===== src/wlspb_defs.svh =====
/*
  Constants of the white LED sink PWM and boost control block.
  Assumes a 50 MHz system clock; included by bare name.
*/
`ifndef WLSPB_DEFS_SVH
`define WLSPB_DEFS_SVH

// ==========================================================
// Timing
`define WLSPB_CLK_HZ 50000000
`define WLSPB_STEP_HZ 2000000
`define WLSPB_STEP_CYC (`WLSPB_CLK_HZ / `WLSPB_STEP_HZ)
`define WLSPB_GLIDE_MS 1
`define WLSPB_GLIDE_CYC (`WLSPB_CLK_HZ / 1000 * `WLSPB_GLIDE_MS)
`define WLSPB_FADE_MS 40
`define WLSPB_FADE_CYC (`WLSPB_CLK_HZ / 1000 * `WLSPB_FADE_MS)

// ==========================================================
// Duty codes
`define WLSPB_PERIOD 7'h5F
`define WLSPB_MIN_DUTY 7'h10
`define WLSPB_DUTY_OFF 7'h00

// ==========================================================
// Register indexes, byte address is four times the index
`define WLSPB_IDX_BOOST 8'h46
`define WLSPB_IDX_LEDCTL 8'h47
`define WLSPB_IDX_IDLE 8'h48
`define WLSPB_IDX_CUR0 8'h49
`define WLSPB_IDX_DUTY0 8'h4C
`define WLSPB_IDX_STATUS 8'h4F

// ==========================================================
// Boost control fields
`define WLSPB_B_EN 0
`define WLSPB_B_FB_LO 1
`define WLSPB_B_ILIM 4
`define WLSPB_B_FRQ 5
`define WLSPB_B_MASK 6
`define WLSPB_B_FAULT 7
`define WLSPB_BOOST_RST 7'h00

// ==========================================================
// LED control fields: enable at 2*i, glide at 2*i+1
`define WLSPB_L_CMODE 6
`define WLSPB_L_DRIVE 7
`define WLSPB_LEDCTL_RST 8'hC0
`define WLSPB_DUTY_FADE 7

`endif


===== src/wlspb_pkg.sv =====
/*
  Types of the white LED sink PWM and boost control block.
  Assumes nothing beyond a SystemVerilog compiler.
*/
package wlspb_pkg;

  // Drive of one current sink toward the analog side
  typedef struct packed {
    logic current_on;
    logic switch_closed;
    logic [7:0] level_code;
  } wlspb_sink_t;

  // Controls of the boost converter
  typedef struct packed {
    logic run;
    logic [2:0] feedback_include;
    logic inductor_limit_select;
    logic switching_rate_select;
    logic current_drive_mode;
  } wlspb_boost_t;

endpackage


===== src/wlspb_ctrl.sv =====
/*
  White LED sink PWM generator and boost control, Wishbone slave.
  Assumes a classic Wishbone master on sys_clk and asynchronous
  fault levels from the boost analog stage.
*/
`timescale 1ns/10ps
`include "wlspb_defs.svh"

module wlspb_ctrl #(
  parameter int GLIDE_CYC = `WLSPB_GLIDE_CYC,
  parameter int FADE_CYC = `WLSPB_FADE_CYC
) (
  input wire logic sys_clk,
  input wire logic sys_rst,
  input wire logic wb_cyc_i,
  input wire logic wb_stb_i,
  input wire logic wb_we_i,
  input wire logic [11:0] wb_adr_i,
  input wire logic [3:0] wb_sel_i,
  input wire logic [31:0] wb_dat_i,
  output logic [31:0] wb_dat_o,
  output logic wb_ack_o,
  input wire logic overvolt_async,
  input wire logic overcurrent_async,
  output wlspb_pkg::wlspb_sink_t [2:0] sink_drive,
  output wlspb_pkg::wlspb_boost_t boost,
  output logic interrupt_out_n
);

  localparam int STEP_CYC = `WLSPB_STEP_CYC;
  localparam int SW = $clog2(STEP_CYC);
  localparam int GW = $clog2(GLIDE_CYC);
  localparam int FW = $clog2(FADE_CYC);

  // ========================================================
  // Duty shaping
  // Effective high steps of a duty code
  function automatic logic [6:0] eff_duty(input logic [6:0] code,
                                          input logic pwm_only);
    logic [6:0] r;
    r = code;
    if (code >= `WLSPB_PERIOD) begin
      r = `WLSPB_PERIOD;
    end else if (!pwm_only && code != `WLSPB_DUTY_OFF &&
                 code < `WLSPB_MIN_DUTY) begin
      r = `WLSPB_MIN_DUTY;
    end
    return r;
  endfunction

  // One fade step from present toward target
  function automatic logic [6:0] fade_step(input logic [6:0] cur,
                                           input logic [6:0] tgt,
                                           input logic pwm_only);
    logic [6:0] r;
    r = cur;
    if (tgt > cur) begin
      r = cur + 7'h01;
    end else if (tgt < cur) begin
      r = cur - 7'h01;
    end
    // Current mode skips the unused codes below the minimum
    if (!pwm_only && r != `WLSPB_DUTY_OFF && r < `WLSPB_MIN_DUTY) begin
      r = (tgt < cur) ? `WLSPB_DUTY_OFF : `WLSPB_MIN_DUTY;
    end
    return r;
  endfunction

  // ========================================================
  // Bus and register state
  logic ack_r;
  logic [31:0] dat_r;
  logic [6:0] boost_r;
  logic fault_r;
  logic [7:0] led_ctl_r;
  logic [7:0] led_ctl_nxt;
  logic [7:0] idle_r;
  logic [7:0] cur_tgt_r [3];
  logic [7:0] duty_r [3];
  logic [7:0] idx;
  logic req;
  logic wr;
  logic [2:0] sink_en;
  logic [2:0] pwm_hi;
  logic pwm_only_c;
  logic ov_lvl_r;
  logic oc_lvl_r;
  logic [2:0] ov_s_r;
  logic [2:0] oc_s_r;

  assign idx = wb_adr_i[9:2];
  assign req = wb_cyc_i & wb_stb_i;
  assign wr = req & wb_we_i & ack_r & wb_sel_i[0];
  assign pwm_only_c = ~led_ctl_r[`WLSPB_L_CMODE];
  assign sink_en = {led_ctl_r[4], led_ctl_r[2], led_ctl_r[0]};

  // Acknowledge one cycle after request, dropped the next
  always_ff @(posedge sys_clk) begin
    if (sys_rst) begin
      ack_r <= 1'b0;
    end else begin
      ack_r <= req & ~ack_r;
    end
  end

  // Read data, captured while the request waits
  always_ff @(posedge sys_clk) begin
    if (sys_rst) begin
      dat_r <= 32'h0000_0000;
    end else if (req & ~ack_r) begin
      dat_r <= 32'h0000_0000;
      if (idx == `WLSPB_IDX_BOOST) begin
        dat_r[7:0] <= {fault_r, boost_r};
      end else if (idx == `WLSPB_IDX_LEDCTL) begin
        dat_r[7:0] <= led_ctl_r;
      end else if (idx == `WLSPB_IDX_IDLE) begin
        dat_r[7:0] <= idle_r;
      end else if (idx >= `WLSPB_IDX_CUR0 &&
                   idx < `WLSPB_IDX_DUTY0) begin
        dat_r[7:0] <= cur_tgt_r[idx[1:0] - 2'h1];
      end else if (idx >= `WLSPB_IDX_DUTY0 &&
                   idx < `WLSPB_IDX_STATUS) begin
        dat_r[7:0] <= duty_r[idx[1:0]];
      end else if (idx == `WLSPB_IDX_STATUS) begin
        dat_r[7:0] <= {4'h0, pwm_hi, boost.run};
      end
    end
  end

  assign wb_ack_o = ack_r;
  assign wb_dat_o = dat_r;

  // LED control next value; PWM-only mode forces the string c enable bit off
  always_comb begin
    led_ctl_nxt = led_ctl_r;
    if (wr && idx == `WLSPB_IDX_LEDCTL) begin
      led_ctl_nxt = wb_dat_i[7:0];
    end
    if (!led_ctl_nxt[`WLSPB_L_CMODE]) begin
      led_ctl_nxt[4] = 1'b0;
    end
  end

  // LED control register
  always_ff @(posedge sys_clk) begin
    if (sys_rst) begin
      led_ctl_r <= `WLSPB_LEDCTL_RST;
    end else begin
      led_ctl_r <= led_ctl_nxt;
    end
  end

  // Boost control register
  always_ff @(posedge sys_clk) begin
    if (sys_rst) begin
      boost_r <= `WLSPB_BOOST_RST;
    end else begin
      if (wr && idx == `WLSPB_IDX_BOOST) begin
        boost_r <= wb_dat_i[6:0];
      end
      for (int i = 0; i < 3; i++) begin
        if (!led_ctl_nxt[2*i]) begin
          boost_r[`WLSPB_B_FB_LO + i] <= 1'b0;
        end
      end
    end
  end

  // Current and duty registers
  always_ff @(posedge sys_clk) begin
    if (sys_rst) begin
      idle_r <= 8'h00;
      for (int i = 0; i < 3; i++) begin
        cur_tgt_r[i] <= 8'h00;
        duty_r[i] <= 8'h00;
      end
    end else if (wr) begin
      if (idx == `WLSPB_IDX_IDLE) begin
        idle_r <= wb_dat_i[7:0];
      end else if (idx >= `WLSPB_IDX_CUR0 &&
                   idx < `WLSPB_IDX_DUTY0) begin
        cur_tgt_r[idx[1:0] - 2'h1] <= wb_dat_i[7:0];
      end else if (idx >= `WLSPB_IDX_DUTY0 &&
                   idx < `WLSPB_IDX_STATUS) begin
        duty_r[idx[1:0]] <= wb_dat_i[7:0];
      end
    end
  end

  // ========================================================
  // Fault inputs
  // Three-stage synchronisers
  always_ff @(posedge sys_clk) begin
    if (sys_rst) begin
      ov_s_r <= 3'h0;
      oc_s_r <= 3'h0;
    end else begin
      ov_s_r <= {ov_s_r[1:0], overvolt_async};
      oc_s_r <= {oc_s_r[1:0], overcurrent_async};
    end
  end

  // Levels change once stages two and three agree
  always_ff @(posedge sys_clk) begin
    if (sys_rst) begin
      ov_lvl_r <= 1'b0;
      oc_lvl_r <= 1'b0;
    end else begin
      if (ov_s_r[1] == ov_s_r[2]) begin
        ov_lvl_r <= ov_s_r[2];
      end
      if (oc_s_r[1] == oc_s_r[2]) begin
        oc_lvl_r <= oc_s_r[2];
      end
    end
  end

  // Sticky fault, write one to bit 7 clears, a new event wins
  always_ff @(posedge sys_clk) begin
    if (sys_rst) begin
      fault_r <= 1'b0;
    end else begin
      fault_r <= (fault_r & ~(wr && idx == `WLSPB_IDX_BOOST &&
                  wb_dat_i[`WLSPB_B_FAULT])) | ov_lvl_r | oc_lvl_r;
    end
  end

  assign interrupt_out_n = ~(fault_r & ~boost_r[`WLSPB_B_MASK]);

  // ========================================================
  // Boost outputs
  always_comb begin
    boost.run = boost_r[`WLSPB_B_EN] & ~ov_lvl_r & ~oc_lvl_r;
    boost.feedback_include = boost_r[`WLSPB_B_FB_LO +: 3];
    boost.inductor_limit_select = boost_r[`WLSPB_B_ILIM];
    boost.switching_rate_select = boost_r[`WLSPB_B_FRQ];
    boost.current_drive_mode = led_ctl_r[`WLSPB_L_DRIVE];
  end

  // ========================================================
  // Time bases
  logic [SW-1:0] step_cnt_r;
  logic [GW-1:0] glide_cnt_r;
  logic [FW-1:0] fade_cnt_r;
  logic [6:0] phase_r;
  logic step_tick;
  logic glide_tick;
  logic fade_tick;
  assign step_tick = step_cnt_r == SW'(STEP_CYC - 1);
  assign glide_tick = glide_cnt_r == GW'(GLIDE_CYC - 1);
  assign fade_tick = fade_cnt_r == FW'(FADE_CYC - 1);
  // 2 MHz step, 1 ms glide and 40 ms fade dividers
  always_ff @(posedge sys_clk) begin
    step_cnt_r <= (sys_rst || step_tick) ? '0 : step_cnt_r + SW'(1);
    glide_cnt_r <= (sys_rst || glide_tick) ? '0 : glide_cnt_r + GW'(1);
    fade_cnt_r <= (sys_rst || fade_tick) ? '0 : fade_cnt_r + FW'(1);
  end

  always_ff @(posedge sys_clk) begin
    if (sys_rst) begin
      phase_r <= 7'h00;
    end else if (step_tick) begin
      phase_r <= (phase_r == `WLSPB_PERIOD - 7'h01) ? 7'h00
                 : phase_r + 7'h01;
    end
  end

  // ========================================================
  // Per-string generators
  for (genvar g = 0; g < 3; g++) begin : g_str
    logic [6:0] duty_app_r;
    logic [6:0] tgt;
    logic [7:0] cur_app_r;
    logic only;

    assign only = (g == 2) && pwm_only_c;
    assign tgt = eff_duty(duty_r[g][6:0], only);

    // Applied duty, faded or immediate
    always_ff @(posedge sys_clk) begin
      if (sys_rst) begin
        duty_app_r <= 7'h00;
      end else if (!duty_r[g][`WLSPB_DUTY_FADE]) begin
        duty_app_r <= tgt;
      end else if (fade_tick) begin
        duty_app_r <= fade_step(duty_app_r, tgt, only);
      end
    end

    // Applied current, glided or immediate
    always_ff @(posedge sys_clk) begin
      if (sys_rst) begin
        cur_app_r <= 8'h00;
      end else if (!led_ctl_r[2*g+1]) begin
        cur_app_r <= cur_tgt_r[g];
      end else if (glide_tick) begin
        if (cur_tgt_r[g] > cur_app_r) begin
          cur_app_r <= cur_app_r + 8'h01;
        end else if (cur_tgt_r[g] < cur_app_r) begin
          cur_app_r <= cur_app_r - 8'h01;
        end
      end
    end

    assign pwm_hi[g] = (duty_app_r == `WLSPB_PERIOD) ||
                       (phase_r < duty_app_r);

    // Sink drive registered each cycle
    always_ff @(posedge sys_clk) begin
      if (sys_rst) begin
        sink_drive[g] <= '0;
      end else if (only) begin
        sink_drive[g].current_on <= 1'b0;
        sink_drive[g].switch_closed <= pwm_hi[g];
        sink_drive[g].level_code <= 8'h00;
      end else begin
        sink_drive[g].current_on <= sink_en[g];
        sink_drive[g].switch_closed <= sink_en[g] & pwm_hi[g];
        sink_drive[g].level_code <= pwm_hi[g] ? cur_app_r : idle_r;
      end
    end
  end

endmodule


===== config.mk =====
export PLATFORM = sky130hd
export DESIGN_NAME = wlspb_ctrl
export DESIGN_NICKNAME = d
export VERILOG_FILES = /design/src/wlspb_pkg.sv /design/src/wlspb_ctrl.sv
export VERILOG_INCLUDE_DIRS = /design/src
export SDC_FILE = /design/constraint.sdc
export NUM_CORES = 1
export LEC_CHECK = 0
export BUFFER_PORTS_ARGS = -buffer_cell sky130_fd_sc_hd__buf_4
export CAP_MARGIN = 10
export CORE_MARGIN = 5
export CORE_UTILIZATION = 35
export CTS_CLUSTER_SIZE = 28
export DETAILED_ROUTE_END_ITERATION = 6
export PLACE_DENSITY_LB_ADDON = 0.08
export SLEW_MARGIN = 20
export SYNTH_ARGS = -nofsm -noshare
export SYNTH_HDL_FRONTEND = slang
export SYNTH_SLANG_ARGS = --single-unit

===== constraint.sdc =====
create_clock -name sys_clk -period 3.19 [get_ports sys_clk]
set_input_delay 0.1595 -clock sys_clk [delete_from_list [all_inputs] [get_ports sys_clk]]
set_output_delay 0.1595 -clock sys_clk [all_outputs]
set_load 0.05 [all_outputs]

Word-level counts from Yosys, hierarchy flattened
Memories as Yosys holds them, arrays and structs flattened.
Index checks and enable logic that the tools add are counted.

word-level totals
  output and inout port bits = 71
  memories = 2
  register bits after elaboration = 165
  input bits = 55
  RAM bits = 48

cells by class
  $lt $le $gt $ge = 28
  $add $sub $neg = 17
  equality and inequality tests = 22
  bitwise gates (word level) = 24
  reduce and logical (&&, ||, !) cells = 35
  muxes and demuxes = 77

memories
  name       words  width  read ports  clocked after memory_dff  wr ports  line              RTL
  cur_tgt_r  3      8      4           0                         3         wlspb_ctrl.sv:78  logic [7:0] cur_tgt_r [3];
  duty_r     3      8      4           0                         3         wlspb_ctrl.sv:79  logic [7:0] duty_r [3];

operators with widths
  cell                                                                                 number
  7-bit 2-to-1 mux                                                                     32
  8-bit 2-to-1 mux                                                                     22
  7-bit by 5-bit less-than comparator with 1-bit output, second input constant         6
  7-bit less-than comparator                                                           6
  7-bit nonzero test                                                                   6
  8-bit by 7-bit equality test with 1-bit output, second input constant                4
  7-bit by 1-bit adder with 7-bit output, second input constant                        4
  7-bit equality test, second input constant                                           4
  8-bit by 1-bit adder with 8-bit output, second input constant                        3
  8-bit > comparator                                                                   3
  8-bit less-than comparator                                                           3
  8-bit by 1-bit subtractor with 8-bit output, second input constant                   3
  21-bit by 1-bit adder with 21-bit output, second input constant                      1
  21-bit equality test, second input constant                                          1
  7-bit greater-or-equal comparator, second input constant                             3
  7-bit > comparator                                                                   3
  7-bit by 1-bit subtractor with 7-bit output, second input constant                   3
  16-bit by 1-bit adder with 16-bit output, second input constant                      1
  16-bit equality test, second input constant                                          1
  8-bit by 7-bit greater-or-equal comparator with 1-bit output, second input constant  2
  8-bit by 7-bit less-than comparator with 1-bit output, second input constant         2
  1-bit 2-to-1 mux                                                                     16
  8-bit OR reduction                                                                   2
  5-bit 2-to-1 mux                                                                     3
  other kinds (17)                                                                     69

Longest topological paths before layout
Gate-level depths: netlist (run 1).
An unclocked memory read counts as a cell.

  depth after elaboration = 18
  depth in mapped cells = 18

Worst setup path after synthesis (run 1)
No wires, ideal clock.

  path kind = reg-to-reg
  start = memory duty_r[2][4]
  end = register g_str[2].duty_app_r[1]
  data required time = 3099 ps
  stages on the path, launching flop included = 14
  data arrival time = 3377 ps
  setup slack = -278 ps
  setup time = 91 ps
  clock period less this slack = 3468 ps
  cells stage by stage = edfxtp_1 > or4b_2 > a21o_1 > ha_1 > nor2b_1 > o21a_1 > o21ba_2 > or2_1 > clkbuf_1 > mux2i_1 > xnor2_1 > a311o_1 > nand3_1 > a311oi_1

RTL lines
  element                 line               RTL
  start: declaration      wlspb_ctrl.sv:79
  end signal: assignment  wlspb_ctrl.sv:284  duty_app_r <= tgt;
  end signal: assignment  wlspb_ctrl.sv:286  duty_app_r <= fade_step(duty_app_r, tgt, only);
  end: declaration        wlspb_ctrl.sv:271  logic [6:0] duty_app_r;

==> results.json, run 1 <==
{
  "io_pins": 126,
  "ys_ff_latch": 229,
  "peakVddDrop_mv": 0.3779,
  "grt_overflow": 0,
  "async_flop_share_pct": 0,
  "grt_max_degree": 47,
  "rows": 71,
  "drtIter0Drc": 666,
  "cts_tree": "built",
  "portBuffers": 70,
  "power_leakage_nw": 7.333,
  "areaGrowthSynthToFinish_pct": 31.87,
  "seq_area_frac_synth_pct": 39.14,
  "die_w_um": 205.3,
  "routedWlPerCell_um": 18.20,
  "startpoint_type": "flip-flop",
  "crit_type": "reg2reg",
  "synth-edff-count": 64,
  "vias": 11399,
  "power_density_nw_per_um2": 458.5,
  "crit_chain": "and3_1, a31oi_1, nor2b_1, buf_4, a21o_1, ha_4, nor2b_4, o21a_1, o21ba_4, or2_4, o21ai_2, xnor2_2, a311o_1, buf_4, o211ai_1, nand2_1",
  "crit_path_end_kind": "flip-flop",
  "critPathSlowestCell": "a311o_1",
  "yosys.area.top_type": "dfxtp_1",
  "clk_pin_slew_ns": 0.06,
  "final_layout_size_suffix_gt1_share_pct": 27.53,
  "clock_sinks": 229,
  "hold_viol_final": 0,
  "final_common_cell": "buf_4",
  "clk-insertion-delay-late_ns": 0.57,
  "most-common-layout-cells": "buf_4 (254), nor2_1 (188), dfxtp_1 (164), ha_1 (86), a21oi_1 (70)",
  "finalNetCount": 1853,
  "syn_area_per_cell_um2": 9.225,
  "syn_area_um2": 13350,
  "yosysWarnings": 0,
  "finalMaxSlewViolations": 0,
  "crit_fanout": 7,
  "synthTopCellsByArea": "dfxtp_1 (25%), edfxtp_1 (14%), ha_1 (9.4%)",
  "die_y_um": 205.3,
  "crit_top_cell": "buf_4",
  "utilization_pct": 46.73,
  "start_util_pct": 35.44,
  "route.final.wire_length_mm": 40.58,
  "setup_viol_count_final": 6,
  "hold_ws_ns": 0.06361,
  "drc": 0,
  "worst_path_largest_cell_delay_ns": 0.44,
  "cts_root_buffer": "clkbuf_16",
  "worst_slew_pin_slew_ns": 0.8750,
  "core_area_um2": 37670,
  "rsz0062_at_grt": "true",
  "max_freq_mhz": 297.3,
  "synth_top_area_share_pct": 24.74,
  "track_usage_pct": 18.58,
  "worstPathArrival_ns": 3.79,
  "dp.final_hpwl_mm": 28.61,
  "setup_slack_ns": -0.1738,
  "status": "finished, violations left",
  "cp.required_ns": 3.62,
  "cts_buffer_depth": 3,
  "post-route-period-util_pct": 105.4,
  "grt_antenna_before_repair": 1,
  "antenna_left": 0,
  "first_pass_iters": 7,
  "slew_headroom_pct": 41.59,
  "final.min_clock_period_ns": 3.364,
  "violations": "setup timing",
  "synth_ff_type": "dfxtp_1",
  "finClkSkew_ns": 0.03347,
  "netlist_instances": 1447,
  "gp_congestion": 0.8440,
  "ys_types": 83,
  "drt-vias-per-instance": 5.112,
  "cts-buffers-inserted": 29,
  "die-area_um2": 42150,
  "hold_class": "in2reg",
  "grt_pass1_vias": 11006,
  "htreeDepth": 1,
  "drv_cap": 0,
  "grt_pass1_wl_mm": 62.27
}
where the power goes:
part	internal, mW	total [mW]	switching [mW]
Combinational	0.649	1.40	0.755
Clock	2.23	3.54	1.31
Sequential	3.06	3.13	0.0661
flip-flops by register name (all words and copies together) (netlist names), 5 cells and up:
register and count:
step_cnt_r 5, sink_drive 30, g_str.cur_app_r 24, wb_dat_o 8, glide_cnt_r 16, led_ctl_r 8, duty_r 32, phase_r 7
cur_tgt_r 32, fade_cnt_r 21, idle_r 8, boost_r 7, g_str.duty_app_r 21
layout make-up:
type                       count  area [µm²]
antenna                        1       2.502
clock buffer                  34       744.5
timing repair buffer         281        2197
sequential                   229        5226
multi-input combinational   1085        8253
clock inverter                20       281.5
fill                        3636       20060
tap                          511       639.4
inverter                      69       259.0
worst max-delay path, delay by kind of cell (launching register included):
family | cells | cell delay (ns)
XOR/XNOR | 1 | 0.09
flip-flops | 1 | 0.40
AND/OR/NAND/NOR | 5 | 0.75
AO/OA/AOI/OAI | 7 | 1.49
buffers and inverters | 2 | 0.31
adder cells (fa/ha/maj) | 1 | 0.22
kinds of logic after synthesis:
group                      count (synthesis)  share of synthesized area (%)
and+or+nand+nor                          511                          18.86
AOI/OAI and AO/OA                        287                          14.20
DFF                                      229                          39.14
buffers and inverters                    164                          5.802
adders and majority gates                103                          9.823
xor gates and xnor gates                  80                          5.249
muxes                                     72                          6.899
other                                      1                        0.02809
synthesized netlist by cell type (4+ instances only):
master,count
buf_4,30
o211ai_1,14
nand3_1,39
or4_1,5
a31oi_1,7
buf_1,9
o21ai_1,7
xnor2_1,49
a21oi_1,103
and3_1,61
o31ai_1,4
a211oi_1,31
nor2_1,191
a311oi_1,6
nor2b_1,30
xor2_1,31
inv_1,67
o21a_1,8
dfxtp_1,165
or2_1,5
nor4_1,12
o21bai_1,9
edfxtp_1,64
o22ai_1,4
and2_1,7
nand4_1,24
nand2_1,69
o21ai_0,18
a22oi_1,10
clkbuf_1,48
nand2b_1,11
ha_1,100
nor3_1,28
or3_1,11
mux2i_1,56
a21o_1,33
mux4_2,16
stage by stage:
| step | cells | total power [mW] | area (µm²) | setup slack (ns) | setup TNS [ns] |
|---|---|---|---|---|---|
| floorplan | 1478 | 3.934 | 13490 | -0.05113 | -0.06924 |
| global placement | 2121 | 4.323 | 15320 | -0.2652 | -1.371 |
| detailed placement | 2121 | 4.323 | 15320 | -0.3852 | -2.164 |
| CTS | 2211 | 8.002 | 16820 | -0.1800 | -0.8459 |
| global route | 2230 | 8.418 | 17600 | -0.3457 | -2.880 |
| finish | 2230 | 8.071 | 17600 | -0.1738 | -0.7239 |
worst paths after layout:
| check | start | to | slack, ns | cells past startpoint |
|---|---|---|---|---|
| worst min register to register | oc_s_r[0] | oc_s_r[1] | 0.44 | 1 |
| worst max register to register | duty_r[2][2] | g_str[2].duty_app_r[0] | -0.17 | 16 |
| worst max-delay path | duty_r[2][2] | g_str[2].duty_app_r[0] | -0.17 | 16 |
| worst min-delay path | wb_adr_i[5] | wb_dat_o[2] | 0.06 | 4 |
what timing repair did:
item                       in CTS  in global routing
buffers inserted               25                 20
hold endpoints to repair       38                  0
resized for setup              40                119
pin swaps                      37                 99
hold buffers                   11                  0
setup endpoints to repair      20                 33
metal layers:
layer	GRT usage, %	up-vias	share of wire, %
met4	4.019	0	1.7
met3	2.474	43	5.1
met5	0	-	0
met1	27.70	5464	49
met2	28.78	263	44
li1	-	5629	-
No activity file was read; power rests on OpenSTA's default activity.
==> inputs of run 2 (changes only) <==
--- a/config.mk
+++ b/config.mk
@@ -9,7 +9,7 @@
 export BUFFER_PORTS_ARGS = -buffer_cell sky130_fd_sc_hd__buf_4
 export CAP_MARGIN = 10
 export CORE_MARGIN = 5
-export CORE_UTILIZATION = 35
+export CORE_UTILIZATION = 54
 export CTS_CLUSTER_SIZE = 28
 export DETAILED_ROUTE_END_ITERATION = 6
 export PLACE_DENSITY_LB_ADDON = 0.08
==> run 2 against run 1 <==
The flow still finishes with violations (setup timing). Clock power decreased by 13%. Sequential cell count unchanged. Clock-buffer cell count rose by 5. Clock skew decreased by 0.020 ns. Combinational power down 6%. Setup slack got worse by 0.042 ns. Critical endpoint unchanged. Power is 6.7% lower. Largest power group is now registers. Largest cell class unchanged. Die area decreased by 34%. Critical path type unchanged. Via count shrank 0.32%.
==> results.json, run 2 (synthesized netlist as in run 1, its figures left out) <==
{
  "status": "finished, violations left",
  "violations": "setup timing",
  "most-common-layout-cells": "buf_4 (229), nor2_1 (189), dfxtp_1 (161), ha_1 (88), a21oi_1 (74)",
  "rsz0062_at_grt": "true",
  "critPathSlowestCell": "or4b_4",
  "num_antenna_cells": 0,
  "design_area_um2": 16830,
  "finalNetCount": 1814,
  "gp_congestion": 0.8954,
  "grt_antenna_before_repair": 0,
  "final.min_clock_period_ns": 3.406,
  "cts_root_buffer": "clkbuf_16",
  "setup_slack_ns": -0.2161,
  "worst_path_largest_cell_delay_ns": 0.59,
  "regArea_um2": 5230,
  "slew_headroom_pct": 39.38,
  "hold_viol_final": 0,
  "htreeDepth": 1,
  "dp.final_hpwl_mm": 25.71,
  "crit_path_end_kind": "flip-flop",
  "drtIter0Drc": 881,
  "clk-insertion-delay-late_ns": 0.53,
  "max_freq_mhz": 293.6,
  "start_util_pct": 54.89,
  "utilization_pct": 69.22,
  "worst_slew_pin_slew_ns": 0.9080,
  "clk_pin_slew_ns": 0.06,
  "place_ws_ns": -0.3342,
  "core_area_um2": 24320,
  "worstPathArrival_ns": 3.82,
  "portBuffers": 70,
  "cts-buffers-inserted": 26,
  "areaGrowthSynthToFinish_pct": 26.10,
  "drt-vias-per-instance": 5.682,
  "final_layout_size_suffix_gt1_share_pct": 25.54,
  "hold_class": "in2reg",
  "cts_tree": "built",
  "peakVddDrop_mv": 0.4242,
  "grt_max_degree": 54,
  "cp.required_ns": 3.61,
  "power_leakage_nw": 7.062,
  "setup_viol_count_final": 9,
  "drv_cap": 0,
  "io_pins": 126,
  "crit_chain": "or4b_4, a21o_1, ha_4, nor2b_4, o21a_1, o21ba_4, or2_4, mux2i_1, xnor2_1, a311o_1, buf_4, o211ai_1, nand2_1",
  "cts_buffer_depth": 3,
  "rows": 57,
  "die_w_um": 167.2,
  "vias": 11363,
  "die_y_um": 167.2,
  "antenna_left": 0,
  "fillers": 1911,
  "route.final.wire_length_mm": 36.81,
  "die-area_um2": 27960,
  "track_usage_pct": 24.79,
  "final_common_cell": "buf_4",
  "drc": 0,
  "placed_area_um2": 14910,
  "grt_pass1_vias": 10942,
  "top_regs": "cur_tgt_r x32, duty_r x32, sink_drive x30",
  "finClkSkew_ns": 0.01381,
  "first_pass_iters": 5,
  "crit_fanout": 6,
  "post-route-period-util_pct": 106.8,
  "crit_family": "compound AO/OA/AOI/OAI gates",
  "crit_type": "reg2reg",
  "grt_overflow": 0,
  "grt_pass1_wl_mm": 57.46,
  "finalMaxSlewViolations": 0,
  "power_density_nw_per_um2": 447.5,
  "clock_sinks": 229,
  "multi_input_area_um2": 8147,
  "routedWlPerCell_um": 18.40,
  "hold_ws_ns": 0.1109,
  "startpoint_type": "flip-flop",
  "critPathBufInv": 1
}
==> run 2: cell types whose count changed in the layout (fill, tap and decap cells not counted), moves of 4 or more <==
| cell | delta |
|---|---|
| bufinv_16 | -5 |
| a21oi_2 | -4 |
| buf_4 | -25 |
| a21oi_1 | +4 |
| buf_6 | -10 |
| clkinv_2 | -5 |
| clkbuf_8 | +5 |
| xnor2_1 | +4 |
| xnor2_2 | -4 |
==> run 2: final cells by class <==
| type | count | area share (%) |
|---|---|---|
| flip-flops and latches | 229 | 31.07 |
| well taps | 324 | 2.408 |
| inverters | 69 | 1.539 |
| multi-input cells | 1085 | 48.39 |
| repair buffers | 245 | 11.21 |
| clock inverters | 9 | 0.6466 |
| clock buffers | 39 | 4.735 |
==> run 2: power breakdown <==
part | switching [mW] | internal (mW) | leakage [nW]
combinational | 0.728 | 0.588 | 4.62
sequential | 0.0641 | 3.06 | 2.00
clock | 1.20 | 1.89 | 0.444
total | 1.99 | 5.54 | 7.06
==> run 2: tightest hold or removal path, delay by kind of cell <==
family	cells	cell delay (ns)
AO/OA/AOI/OAI	1	0.15
buffers and inverters	1	0.13
AND/OR/NAND/NOR	2	0.14
==> run 2: through the flow <==
step / std cells / setup TNS [ns] / total power [mW]
after floorplan: 1478 / -0.06924 / 3.934
after global placement: 1911 / -1.381 / 4.261
after detailed placement: 1911 / -2.079 / 4.276
after CTS: 1982 / -1.003 / 7.433
after global routing: 2000 / -3.079 / 7.837
final: 2000 / -1.300 / 7.533
==> run 2: repair_timing <==
item,CTS,global route
hold buffers,10,0
hold endpoints to repair,19,0
resized for setup,38,94
pin swaps,36,58
endpoints found under the setup margin,15,28
setup buffers,13,18
==> run 2: final timing paths <==
path,to,cells after the start,startpoint,slack (ns)
worst min register to register,ov_s_r[1],1,ov_s_r[0],0.44
worst min-delay path,wb_dat_o[1],4,wb_adr_i[5],0.11
worst max register to register,g_str[2].duty_app_r[0],13,duty_r[2][6],-0.22
worst max-delay path,g_str[2].duty_app_r[0],13,duty_r[2][6],-0.22
==> run 2: routing by layer <==
metal	global-route usage, %	part of all wire (%)
met3	4.243	7.9
met2	38.57	44
met1	35.54	45
met5	0	0
met4	7.622	2.6
